<file path="config.mk">
export PLATFORM = sky130hd
export DESIGN_NAME = cvc_top
export DESIGN_NICKNAME = d
export VERILOG_FILES = /design/src/hw/cvc_pkg.sv /design/src/hw/cvc_top.sv
export SDC_FILE = /design/constraint.sdc
export NUM_CORES = 1
export LEC_CHECK = 0
export BUFFER_PORTS_ARGS = -buffer_cell sky130_fd_sc_hd__buf_4
export CAP_MARGIN = 10
export CORE_AREA = 4 4 69 134
export CTS_CLUSTER_DIAMETER = 30
export DETAILED_ROUTE_END_ITERATION = 10
export DIE_AREA = 0 0 73 138
export PLACE_DENSITY = 0.67
export SKIP_CTS_REPAIR_TIMING = 1
export SLEW_MARGIN = 20
export SYNTH_ARGS = -nofsm -noshare
export SYNTH_HDL_FRONTEND = slang
export SYNTH_SLANG_ARGS = --single-unit
</file>
<file path="constraint.sdc">
create_clock -name pclk -period 3.1 [get_ports pclk]
set_input_delay 0.31 -clock pclk [delete_from_list [all_inputs] [get_ports pclk]]
set_output_delay 0.31 -clock pclk [all_outputs]
set_load 0.01 [all_outputs]
</file>
<file path="src/hw/cvc_pkg.sv">
// constants for the comparator and reference control block
package cvc_pkg;
   // ======================================================
   // register indices and byte addresses
   localparam logic [9:0] CMP_CTRL_IDX = 10'h019;
   localparam logic [9:0] VREF_CTRL_IDX = 10'h099;
   localparam logic [9:0] FLAG_IDX = 10'h00C;
   localparam logic [9:0] PORT_DIR_IDX = 10'h085;
   localparam logic [9:0] PORT_VAL_IDX = 10'h005;
   localparam logic [11:0] CMP_CTRL_ADDR = {CMP_CTRL_IDX, 2'b00};
   localparam logic [11:0] VREF_CTRL_ADDR = {VREF_CTRL_IDX, 2'b00};
   localparam logic [11:0] FLAG_ADDR = {FLAG_IDX, 2'b00};
   localparam logic [11:0] PORT_DIR_ADDR = {PORT_DIR_IDX, 2'b00};
   localparam logic [11:0] PORT_VAL_ADDR = {PORT_VAL_IDX, 2'b00};
   // ======================================================
   // field positions
   localparam int RESULT_BIT = 6;
   localparam int INVERT_BIT = 4;
   localparam int SWAP_BIT = 3;
   localparam int VPOWER_BIT = 7;
   localparam int VRANGE_BIT = 5;
   localparam int FLAG_BIT = 3;
   localparam int OUT_PIN_BIT = 2;
   localparam int PORT_W = 6;
   // ======================================================
   // reset values and writable masks
   localparam logic [7:0] CMP_CTRL_RST = 8'h00;
   localparam logic [7:0] VREF_CTRL_RST = 8'h00;
   localparam logic [7:0] CMP_CTRL_WMASK = 8'h1F;
   localparam logic [7:0] VREF_CTRL_WMASK = 8'hAF;
   localparam logic [5:0] PORT_DIR_RST = 6'h3F;
   // ======================================================
   // comparator modes
   localparam logic [2:0] MODE_RESET = 3'h0;
   localparam logic [2:0] MODE_OUT = 3'h1;
   localparam logic [2:0] MODE_PINS = 3'h2;
   localparam logic [2:0] MODE_REF_OUT = 3'h3;
   localparam logic [2:0] MODE_REF = 3'h4;
   localparam logic [2:0] MODE_MUX_OUT = 3'h5;
   localparam logic [2:0] MODE_MUX = 3'h6;
   localparam logic [2:0] MODE_OFF = 3'h7;
endpackage : cvc_pkg

</file>
<file path="src/hw/cvc_top.sv">
// comparator and voltage reference control with apb registers
//
// Overview of operation
// - result high when positive input is higher
// - invert bit flips result polarity
// - swap picks negative input in mux modes
// - three bit mode field selects eight modes
// - reset clears both control registers
// - mode 111 and reference off save power
// - comparator and reference keep running asleep
// - comparator event wakes sleeping device
// - wake leaves control registers unchanged
// - output modes drive pin unsynchronized
// - port direction bit 2 clear enables pin
// - analog pins read zero on port
// - reference power bit powers reference
// - range bit selects low reference range
// - low range level is level over 24
// - high range is quarter plus level/32
// - four modes feed reference to comparator
// - unimplemented bits read zero, ignore writes
// - flag sets on result mismatch with latch
// - comparator control register access relatches result
// - flag at bit 3, software writes it
//
// The APB register port was chosen for this implementation.
`timescale 1ns/100ps
module cvc_top (
   input wire logic pclk,
   input wire logic presetn,
   input wire logic [11:0] paddr,
   input wire logic psel,
   input wire logic penable,
   input wire logic pwrite,
   input wire logic [31:0] pwdata,
   output logic [31:0] prdata,
   output logic pready,
   output logic pslverr,
   input wire logic cmp_raw,
   input wire logic [5:0] port_pins,
   input wire logic sleep_mode,
   output logic out_pin_2_o,
   output logic out_pin_2_oe,
   output logic cmp_enable,
   output logic vref_to_pos,
   output logic neg_from_pos_pin,
   output logic vref_power,
   output logic vref_range_low,
   output logic [3:0] vref_level,
   output logic cmp_change_flag,
   output logic wake_req
);
   // ======================================================
   // declarations
   logic [4:0] cmp_ctrl_q;
   logic [7:0] vref_ctrl_q;
   logic [5:0] port_dir_q;
   logic flag_q;
   logic latch_q;
   logic [2:0] sync_q;
   logic stable_q;
   logic [5:0] pin_s1_q;
   logic [5:0] pin_s2_q;
   logic [5:0] pin_s3_q;
   logic [5:0] pin_val_q;
   logic ready_q;
   logic slverr_q;
   logic [31:0] rdata_q;
   logic cmp_on_q;
   logic vref_sel_q;
   logic nsel_q;
   logic pin_oe_q;
   logic wake_q;
   logic [2:0] mode;
   logic cmp_on;
   logic out_mode;
   logic ref_mode;
   logic result;
   logic [5:0] analog_mask;
   logic setup;
   logic access;
   logic wr_en;
   logic mapped;
   logic cmp_touch;
   logic [31:0] rd_mux;

   assign mode = cmp_ctrl_q[2:0];
   assign setup = psel && !penable;
   assign access = psel && penable && ready_q;
   assign wr_en = access && pwrite && !slverr_q;
   assign cmp_touch = access && (paddr == cvc_pkg::CMP_CTRL_ADDR);

   // ======================================================
   // mode decode
   // eight mode decode
   always_comb begin
      cmp_on = 1'b1;
      out_mode = 1'b0;
      ref_mode = 1'b0;
      analog_mask = 6'h03;
      case (mode)
         cvc_pkg::MODE_RESET: begin
            cmp_on = 1'b0;
            analog_mask = 6'h07;
         end
         cvc_pkg::MODE_OUT: begin
            out_mode = 1'b1;
         end
         cvc_pkg::MODE_PINS: begin
            analog_mask = 6'h03;
         end
         cvc_pkg::MODE_REF_OUT: begin
            out_mode = 1'b1;
            ref_mode = 1'b1;
            analog_mask = 6'h02;
         end
         cvc_pkg::MODE_REF: begin
            ref_mode = 1'b1;
            analog_mask = 6'h02;
         end
         cvc_pkg::MODE_MUX_OUT: begin
            out_mode = 1'b1;
            ref_mode = 1'b1;
         end
         cvc_pkg::MODE_MUX: begin
            ref_mode = 1'b1;
         end
         cvc_pkg::MODE_OFF: begin
            cmp_on = 1'b0;
            analog_mask = 6'h00;
         end
         default: begin
            cmp_on = 1'b0;
         end
      endcase
   end

   // ======================================================
   // comparator result synchronizer
   // three flop synchronizer
   always_ff @(posedge pclk or negedge presetn) begin
      if (!presetn) begin
         sync_q <= 3'h0;
      end else begin
         sync_q <= {sync_q[1:0], cmp_raw};
      end
   end

   // change accepted once second and third stages agree
   always_ff @(posedge pclk or negedge presetn) begin
      if (!presetn) begin
         stable_q <= 1'b0;
      end else if (sync_q[1] == sync_q[2]) begin
         stable_q <= sync_q[2];
      end
   end

   assign result = cmp_on_q && (stable_q ^ cmp_ctrl_q[cvc_pkg::INVERT_BIT]);

   // ======================================================
   // port pin synchronizers
   generate
      for (genvar i = 0; i < cvc_pkg::PORT_W; i++) begin : g_pin
         always_ff @(posedge pclk or negedge presetn) begin
            if (!presetn) begin
               pin_s1_q[i] <= 1'b0;
               pin_s2_q[i] <= 1'b0;
               pin_s3_q[i] <= 1'b0;
               pin_val_q[i] <= 1'b0;
            end else begin
               pin_s1_q[i] <= port_pins[i];
               pin_s2_q[i] <= pin_s1_q[i];
               pin_s3_q[i] <= pin_s2_q[i];
               if (pin_s2_q[i] == pin_s3_q[i]) begin
                  pin_val_q[i] <= pin_s3_q[i];
               end
            end
         end
      end
   endgenerate

   // ======================================================
   // control registers
   // reset only by presetn; wake has no effect
   always_ff @(posedge pclk or negedge presetn) begin
      if (!presetn) begin
         cmp_ctrl_q <= cvc_pkg::CMP_CTRL_RST[4:0];
      end else if (wr_en && paddr == cvc_pkg::CMP_CTRL_ADDR) begin
         cmp_ctrl_q <= pwdata[4:0] & cvc_pkg::CMP_CTRL_WMASK[4:0];
      end
   end

   always_ff @(posedge pclk or negedge presetn) begin
      if (!presetn) begin
         vref_ctrl_q <= cvc_pkg::VREF_CTRL_RST;
      end else if (wr_en && paddr == cvc_pkg::VREF_CTRL_ADDR) begin
         vref_ctrl_q <= pwdata[7:0] & cvc_pkg::VREF_CTRL_WMASK;
      end
   end

   always_ff @(posedge pclk or negedge presetn) begin
      if (!presetn) begin
         port_dir_q <= cvc_pkg::PORT_DIR_RST;
      end else if (wr_en && paddr == cvc_pkg::PORT_DIR_ADDR) begin
         port_dir_q <= pwdata[5:0];
      end
   end

   // ======================================================
   // change detection
   // relatch on any comparator control access, read or write
   always_ff @(posedge pclk or negedge presetn) begin
      if (!presetn) begin
         latch_q <= 1'b0;
      end else if (cmp_touch) begin
         latch_q <= result;
      end
   end

   // mismatch set wins over software clear
   always_ff @(posedge pclk or negedge presetn) begin
      if (!presetn) begin
         flag_q <= 1'b0;
      end else if (result != latch_q) begin
         flag_q <= 1'b1;
      end else if (wr_en && paddr == cvc_pkg::FLAG_ADDR) begin
         flag_q <= pwdata[cvc_pkg::FLAG_BIT];
      end
   end

   always_ff @(posedge pclk or negedge presetn) begin
      if (!presetn) begin
         wake_q <= 1'b0;
      end else begin
         wake_q <= sleep_mode && cmp_on && flag_q;
      end
   end

   // ======================================================
   // analog routing controls
   always_ff @(posedge pclk or negedge presetn) begin
      if (!presetn) begin
         cmp_on_q <= 1'b0;
         vref_sel_q <= 1'b0;
         nsel_q <= 1'b0;
         pin_oe_q <= 1'b0;
      end else begin
         cmp_on_q <= cmp_on;
         vref_sel_q <= ref_mode;
         nsel_q <= cmp_ctrl_q[cvc_pkg::SWAP_BIT] &&
                   (mode == cvc_pkg::MODE_MUX ||
                    mode == cvc_pkg::MODE_MUX_OUT);
         pin_oe_q <= out_mode && !port_dir_q[cvc_pkg::OUT_PIN_BIT];
      end
   end

   // pin driven straight from the comparator, unclocked
   assign out_pin_2_o = pin_oe_q &&
                        (cmp_raw ^ cmp_ctrl_q[cvc_pkg::INVERT_BIT]);
   assign out_pin_2_oe = pin_oe_q;
   assign cmp_enable = cmp_on_q;
   assign vref_to_pos = vref_sel_q;
   assign neg_from_pos_pin = nsel_q;
   assign vref_power = vref_ctrl_q[cvc_pkg::VPOWER_BIT];
   assign vref_range_low = vref_ctrl_q[cvc_pkg::VRANGE_BIT];
   assign vref_level = vref_ctrl_q[3:0];
   assign cmp_change_flag = flag_q;
   assign wake_req = wake_q;

   // ======================================================
   // apb read mux and slave
   always_comb begin
      rd_mux = 32'h0000_0000;
      mapped = 1'b1;
      case (paddr)
         cvc_pkg::CMP_CTRL_ADDR: begin
            rd_mux[4:0] = cmp_ctrl_q;
            rd_mux[cvc_pkg::RESULT_BIT] = result;
         end
         cvc_pkg::VREF_CTRL_ADDR: begin
            rd_mux[7:0] = vref_ctrl_q;
         end
         cvc_pkg::FLAG_ADDR: begin
            rd_mux[cvc_pkg::FLAG_BIT] = flag_q;
         end
         cvc_pkg::PORT_DIR_ADDR: begin
            rd_mux[5:0] = port_dir_q;
         end
         cvc_pkg::PORT_VAL_ADDR: begin
            rd_mux[5:0] = pin_val_q & ~analog_mask;
         end
         default: begin
            mapped = 1'b0;
         end
      endcase
   end

   // one wait-free access cycle after each setup
   always_ff @(posedge pclk or negedge presetn) begin
      if (!presetn) begin
         ready_q <= 1'b0;
         slverr_q <= 1'b0;
         rdata_q <= 32'h0000_0000;
      end else if (setup) begin
         ready_q <= 1'b1;
         slverr_q <= !mapped;
         rdata_q <= (pwrite || !mapped) ? 32'h0000_0000 : rd_mux;
      end else begin
         ready_q <= 1'b0;
         slverr_q <= 1'b0;
      end
   end

   assign prdata = rdata_q;
   assign pready = ready_q;
   assign pslverr = slverr_q;
endmodule : cvc_top

</file>
==> metrics.txt, run 1 <==
top cells by count, synth 56 x dfrtp_1, 26 x buf_4, 11 x mux2_2, 9 x nand2_1; total CTS buffers 9; maximum clock insertion buffer count 2; routed length per instance 16.2 um; crit path launch type input port; DRC errors left 0; status completed; final setup margin 1.38 ns; total track usage a little over an eighth; worst slew pin tran ~0.9 ns; Critical Path Sink Type register; vias in the first global route about 1900; crit share post-route 55.6%; Worst-Skew Late Latency 0.33 ns; final critical-path required period 1.72 ns; Setup Skew about 0.0059 ns; number of routed nets with antenna violations 0; RSZ-0062 raised after global routing false; share of post-route cells with drive strength above 1 between 30% and 40%; antenna violations before repair 0; wire length of the first global-routing pass slightly below 10000 um; Synth top area share 50.4%; Avg Cell Area, Syn 12.4 um2; FF-to-FF setup slack about 1.4 ns; Synth Cell Area 2780 um2; WP data required 3.35 ns; largest net degree at the start of global routing between 60 and 70; post-synthesis cell count around 220; I/O pin cnt 104; Synth Register Bits between 60 and 70; Critical R2R Capture port_dir_q[0]$_DFFE_PN1P_; pwr dens between 500 and 600 nW/um2; reg2reg path depth 4; TritonCTS sink count 62; share of flip-flops with an asynchronous set or reset between 90% and 100%; count leader, synth dfrtp_1; Finished Core Util between 40% and 50%; crit-path max FO 10; IO Port Bufs between 50 and 60; fmax approximately 0.58 GHz; largest area contributor in the synthesized netlist dfrtp_1; FILL cells between 700 and 800; hold crit path type input port to asynchronous set/reset pin; Max-Cap Viols 0; max-slew violations 0; DIE AREA 10100 um2; number of synthesized flops with an enable pin 0; layout net count 336; H-tree Lvls 3; initial cell density of the core between 30% and 40%; peak supply drop 0.256 mV; Pleak roughly 1.7 nW; Clock Root Buffer clkbuf_16; Worst Path Arrival 1.98 ns; Reg clk slew, reported paths roughly 0.060 ns; Die X 73 um; final hold vios 0; initial drt markers 97; final setup violation count 0; Routed WL slightly above 6000 um; antenna diode count 0; Hold WS approximately 0.038 ns; Area Growth Syn to Fin 24.2%; number of vias per cell between 4 and 5; CTS tree built; Unique masters post-synth 53; hpwl dp ~4700 um; row count 47; core area 8290 um2; Seq/Total Area, Yosys 56.1%; ys flop type dfrtp_1; routed vias around 1900; total negative setup slack 0 ns; warnings from Yosys 0; top cells by area, synth dfrtp_1 50%, buf_4 7.0%, dfstp_2 5.7%; First-pass DRT Iterations 4; die height approximately 140 um; GRT Residual Overflow 0; worst r2r src pready$_DFF_PN0_; RePlAce Congestion ~0.90; kind of critical path input port to register; Worst slew margin about two fifths; Placement Setup Slack slightly above 1 ns
-- per-layer routing --
layer  global-route usage [%]  vias up  share of wire (%)
met5                        0        -                  0
met4                     6.23        0                2.1
met3                     5.52       11                8.0
met2                     23.1       76                 57
met1                     12.5      914                 33
li1                         -      881                  -
-- placed cells by master (no fill, tap or decap), drive strengths merged, types with 3 or more instances in the layout --
| master | Yosys | layout |
|---|---|---|
| xor2 | 4 | 4 |
| buf | 28 | 54 |
| a21oi | 4 | 4 |
| and3 | 3 | 3 |
| maj3 | 7 | 7 |
| clkinvlp | 0 | 3 |
| a22oi | 3 | 3 |
| dfstp | 6 | 6 |
| conb | 1 | 24 |
| inv | 5 | 8 |
| o21ai | 6 | 6 |
| and2 | 4 | 4 |
| mux2i | 4 | 4 |
| nor2 | 7 | 7 |
| nor3 | 5 | 5 |
| clkbuf | 5 | 9 |
| nand3 | 8 | 8 |
| dfrtp | 56 | 56 |
| nand2 | 9 | 9 |
| mux2 | 17 | 17 |
-- cell type report --
class,count,area [um2],area share (%)
flip-flops and latches,62,1560,45.1
clock inverters,7,57.6,1.67
inverters,5,18.8,0.543
multi-input cells,147,1060,30.8
repair buffers,54,405,11.7
well taps,98,123,3.55
clock buffers,9,225,6.52
-- per-stage QoR --
| step | instance area [um2] | std cells | total power [mW] |
|---|---|---|---|
| 6_report | 3450 | 382 | 1.89 |
| 2_1_floorplan | 2870 | 247 | 0.936 |
| 3_5_place_dp | 3170 | 366 | 0.981 |
| 3_3_place_gp | 3170 | 366 | 0.979 |
| 5_1_grt | 3450 | 382 | 1.96 |
| 4_1_cts | 3450 | 382 | 1.92 |
-- where the power goes --
| part | total, mW | switching (mW) | leakage, nW | internal [mW] |
|---|---|---|---|---|
| combinational | 0.117 | 0.0691 | 0.773 | 0.0475 |
| clock | 0.926 | 0.378 | 0.129 | 0.549 |
| sequential | 0.849 | 0.0136 | 0.766 | 0.836 |
| total | 1.89 | 0.460 | 1.67 | 1.43 |
-- cells by family after synthesis --
logic type	Yosys count	share of synthesized area (%)
other	1	0.135
and+or+nand+nor	57	13.8
buffers and inverters	38	8.73
AOI/OAI and AO/OA	33	8.82
DFF	62	56.1
xor gates and xnor gates	5	1.58
adders and majority gates	7	2.52
muxes	21	8.33
-- flip-flops by register name (all words and copies together) (netlist names), 3 cells and up --
signal       flops
cmp_ctrl_q       5
pin_s1_q         6
pin_s2_q         6
pin_s3_q         6
pin_val_q        6
port_dir_q       6
prdata           8
sync_q           3
vref_ctrl_q      6
-- worst max-delay path: stages --
cell    delay (ns)
buf_4         0.11
or4b_4        0.57
nor2_8        0.18
and4_1        0.43
mux2_1        0.36
-- worst max path at each step --
stage	cells past startpoint	from	end	slack, ns
after floorplan	5	paddr[8]	port_dir_q[0]$_DFFE_PN1P_	1.36
after global placement	5	paddr[8]	port_dir_q[3]$_DFFE_PN1P_	1.02
after detailed placement	5	paddr[8]	port_dir_q[5]$_DFFE_PN1P_	1.02
after CTS	5	paddr[8]	port_dir_q[0]$_DFFE_PN1P_	1.37
after global routing	4	paddr[5]	port_dir_q[0]$_DFFE_PN1P_	1.32
final	5	paddr[8]	port_dir_q[0]$_DFFE_PN1P_	1.38
(Power assumes the default switching activity.)
==> inputs of run 2 (changes only) <==
Clock period 3.1 ns to 1.66 ns, I/O delays scaled along.
==> run 2 against run 1 <==
Effect of this change: die area is the same; worst hold slack improved by 0.027 ns; final area is 6.7% higher; sequential power rose by 87%; total power up 100%; sequential cell count unchanged; core utilization rose by 2.8 points; worst setup slack worse by 1.3 ns; sequential share of layout area is 2.8 points lower; wire length rose by 5.4%; non-clock buffer count up 23; clock skew down 0.0022 ns; critical path type is now register to register; highest routed layer unchanged.
==> metrics.txt, run 2 (same netlist as run 1, synthesis figures left out) <==
crit share post-route 96.7%; share of post-route cells with drive strength above 1 35.5% (+3.1 points); Pleak 1.81 nW (+8.2%); slowest stage cell, crit path mux2_2; TritonCTS sink count 62 (unchanged); CTS tree built; routed vias 1994 (+6.0%); worst slew pin tran 0.760 ns (-0.144 ns); Placement Setup Slack -0.123 ns (-1.15 ns); kind of critical path register to register; commonest non-fill, non-tap cell in the layout buf_4; Routed WL 6530 um (+5.4%); Worst-Skew Late Latency 0.33 ns (about the same); RSZ-0062 raised after global routing false; Finished Core Util 44.4% (+2.8 points); FILL cells 748 (-6.4%); core area 8290 um2 (unchanged); row count 47 (unchanged); most frequent cells in the layout 69 x buf_4, 56 x dfrtp_1, 24 x conb_1, 12 x mux2_2; Worst Path Arrival 1.82 ns (-0.16 ns); I/O pin cnt 104 (unchanged); crit-path max FO 5 (-5); Critical R2R Capture cmp_ctrl_q[1]$_DFFE_PN0P_; Setup Skew 0.00369 ns (-0.00222 ns); vias in the first global route 2035 (+6.9%); hpwl dp 5080 um (+7.4%); max-slew violations 0 (unchanged); First-pass DRT Iterations 4 (unchanged); Hold Startpoint pwdata[4]; Worst slew margin 49.3% (+10 points); number of vias per cell 4.92 (about the same); wire length of the first global-routing pass 10200 um (+5.0%); final hold vios 0 (unchanged); cell depth of the worst hold path 2; crit path launch pready$_DFF_PN0_; DRC errors left 0 (unchanged); Hold WS 0.0647 ns (+0.0265 ns); number of routed nets with antenna violations 0 (unchanged); final setup margin 0.0551 ns (-1.32 ns); final critical-path required period 1.60 ns; peak supply drop 0.540 mV (+110%); WP data required 1.87 ns (-1.48 ns); fmax ~0.62 GHz; maximum clock insertion buffer count 2 (unchanged); total CTS buffers 9 (unchanged); Largest register FFs 8 (unchanged); IO Port Bufs 54 (unchanged); total track usage 13.8% (+0.68 points); initial cell density of the core 33.5% (unchanged); largest net degree at the start of global routing 63 (unchanged); die height 138 um (unchanged); hold crit path type input port to register; reg2reg path depth 4 (unchanged); Critical Path Max Stage Delay 0.38 ns (-0.19 ns); layout net count 359 (+6.8%); Critical Path Sink Type register; Clock Root Buffer clkbuf_16; FF-to-FF setup slack 0.06 ns (-1.38 ns); worst r2r src pready$_DFF_PN0_; RePlAce Congestion 0.854 (-5.0%); crit path launch type register; final setup violation count 0 (unchanged); antenna violations before repair 0 (unchanged); H-tree Lvls 3 (unchanged); pwr dens 1040 nW/um2 (+89%); DIE AREA 10100 um2 (unchanged); routed length per instance 16.1 um (-0.58%); Min-Delay Endpoint port_dir_q[4]$_DFFE_PN1P_; Die X 73 um (unchanged); register area 1560 um2 (unchanged); initial drt markers 115 (+19%); Max-Cap Viols 0 (unchanged); multi-input combinational cell area 1070 um2 (+0.12%); Reg clk slew, reported paths 0.05 ns (about the same); antenna diode count 0 (unchanged); Area Growth Syn to Fin 32.5%; worst-path cell chain and3_1 -> and3b_2 -> nand3_1 -> mux2_2; GRT Residual Overflow 0 (unchanged); status completed
## run 2: changes by cell type in the layout (fill, tap and decap cells not counted), moves of 2 or more
cell | before | now
buf_4 | 54 | 69
dlygate4sd3_1 | 0 | 8
bufinv_16 | 0 | 2
clkinv_2 | 0 | 2
clkinvlp_4 | 3 | 1
## run 2: layout make-up
class                           instances  area share (%)
Clock buffer                            9            6.11
Clock inverter                          7            2.58
Inverter                                5           0.509
Multi-Input combinational cell        147            28.9
Sequential cell                        62            42.3
Tap cell                               98            3.33
Timing Repair Buffer                   77            16.2
## run 2: worst max-delay path by stage
stage / end / depth (start not counted) / slack, ns
after floorplan: port_dir_q[0]$_DFFE_PN1P_ / 5 / 0.06
after global placement: vref_ctrl_q[3]$_DFFE_PN0P_ / 6 / -0.1
after detailed placement: port_dir_q[2]$_DFFE_PN1P_ / 6 / -0.12
after CTS: port_dir_q[2]$_DFFE_PN1P_ / 5 / -0.004
after global routing: port_dir_q[4]$_DFFE_PN1P_ / 5 / 0.001
final: cmp_ctrl_q[1]$_DFFE_PN0P_ / 4 / 0.06
## run 2: metal layers
metal | wire, um | vias up | track usage (%)
met2 | 3750 | 73 | 25.0
met3 | 453 | 12 | 4.22
met1 | 2160 | 990 | 13.1
met5 | 0 | - | 0
met4 | 172 | 0 | 7.30
li1 | - | 919 | -
## run 2: worst max-delay path, delay by kind of cell, from the launching register on
family | cells | cell delay [ns]
and+or+nand+nor | 3 | 0.72
muxes | 1 | 0.38
DFF | 1 | 0.37
## run 2: power by group
part	internal, mW	switching, mW
registers	1.56	0.0263
logic	0.111	0.136
clock network	1.32	0.674
total	2.99	0.836
## run 2: stage by stage
step                      area [um2]  setup TNS, ns  instances  power, mW
final                           3680              0        405       3.83
after global routing            3680              0        405       3.97
after CTS                       3600       -0.00433        396       3.87
after detailed placement        3280          -1.45        380       1.85
after global placement          3280          -1.23        380       1.84
after floorplan                 2870              0        247       1.75
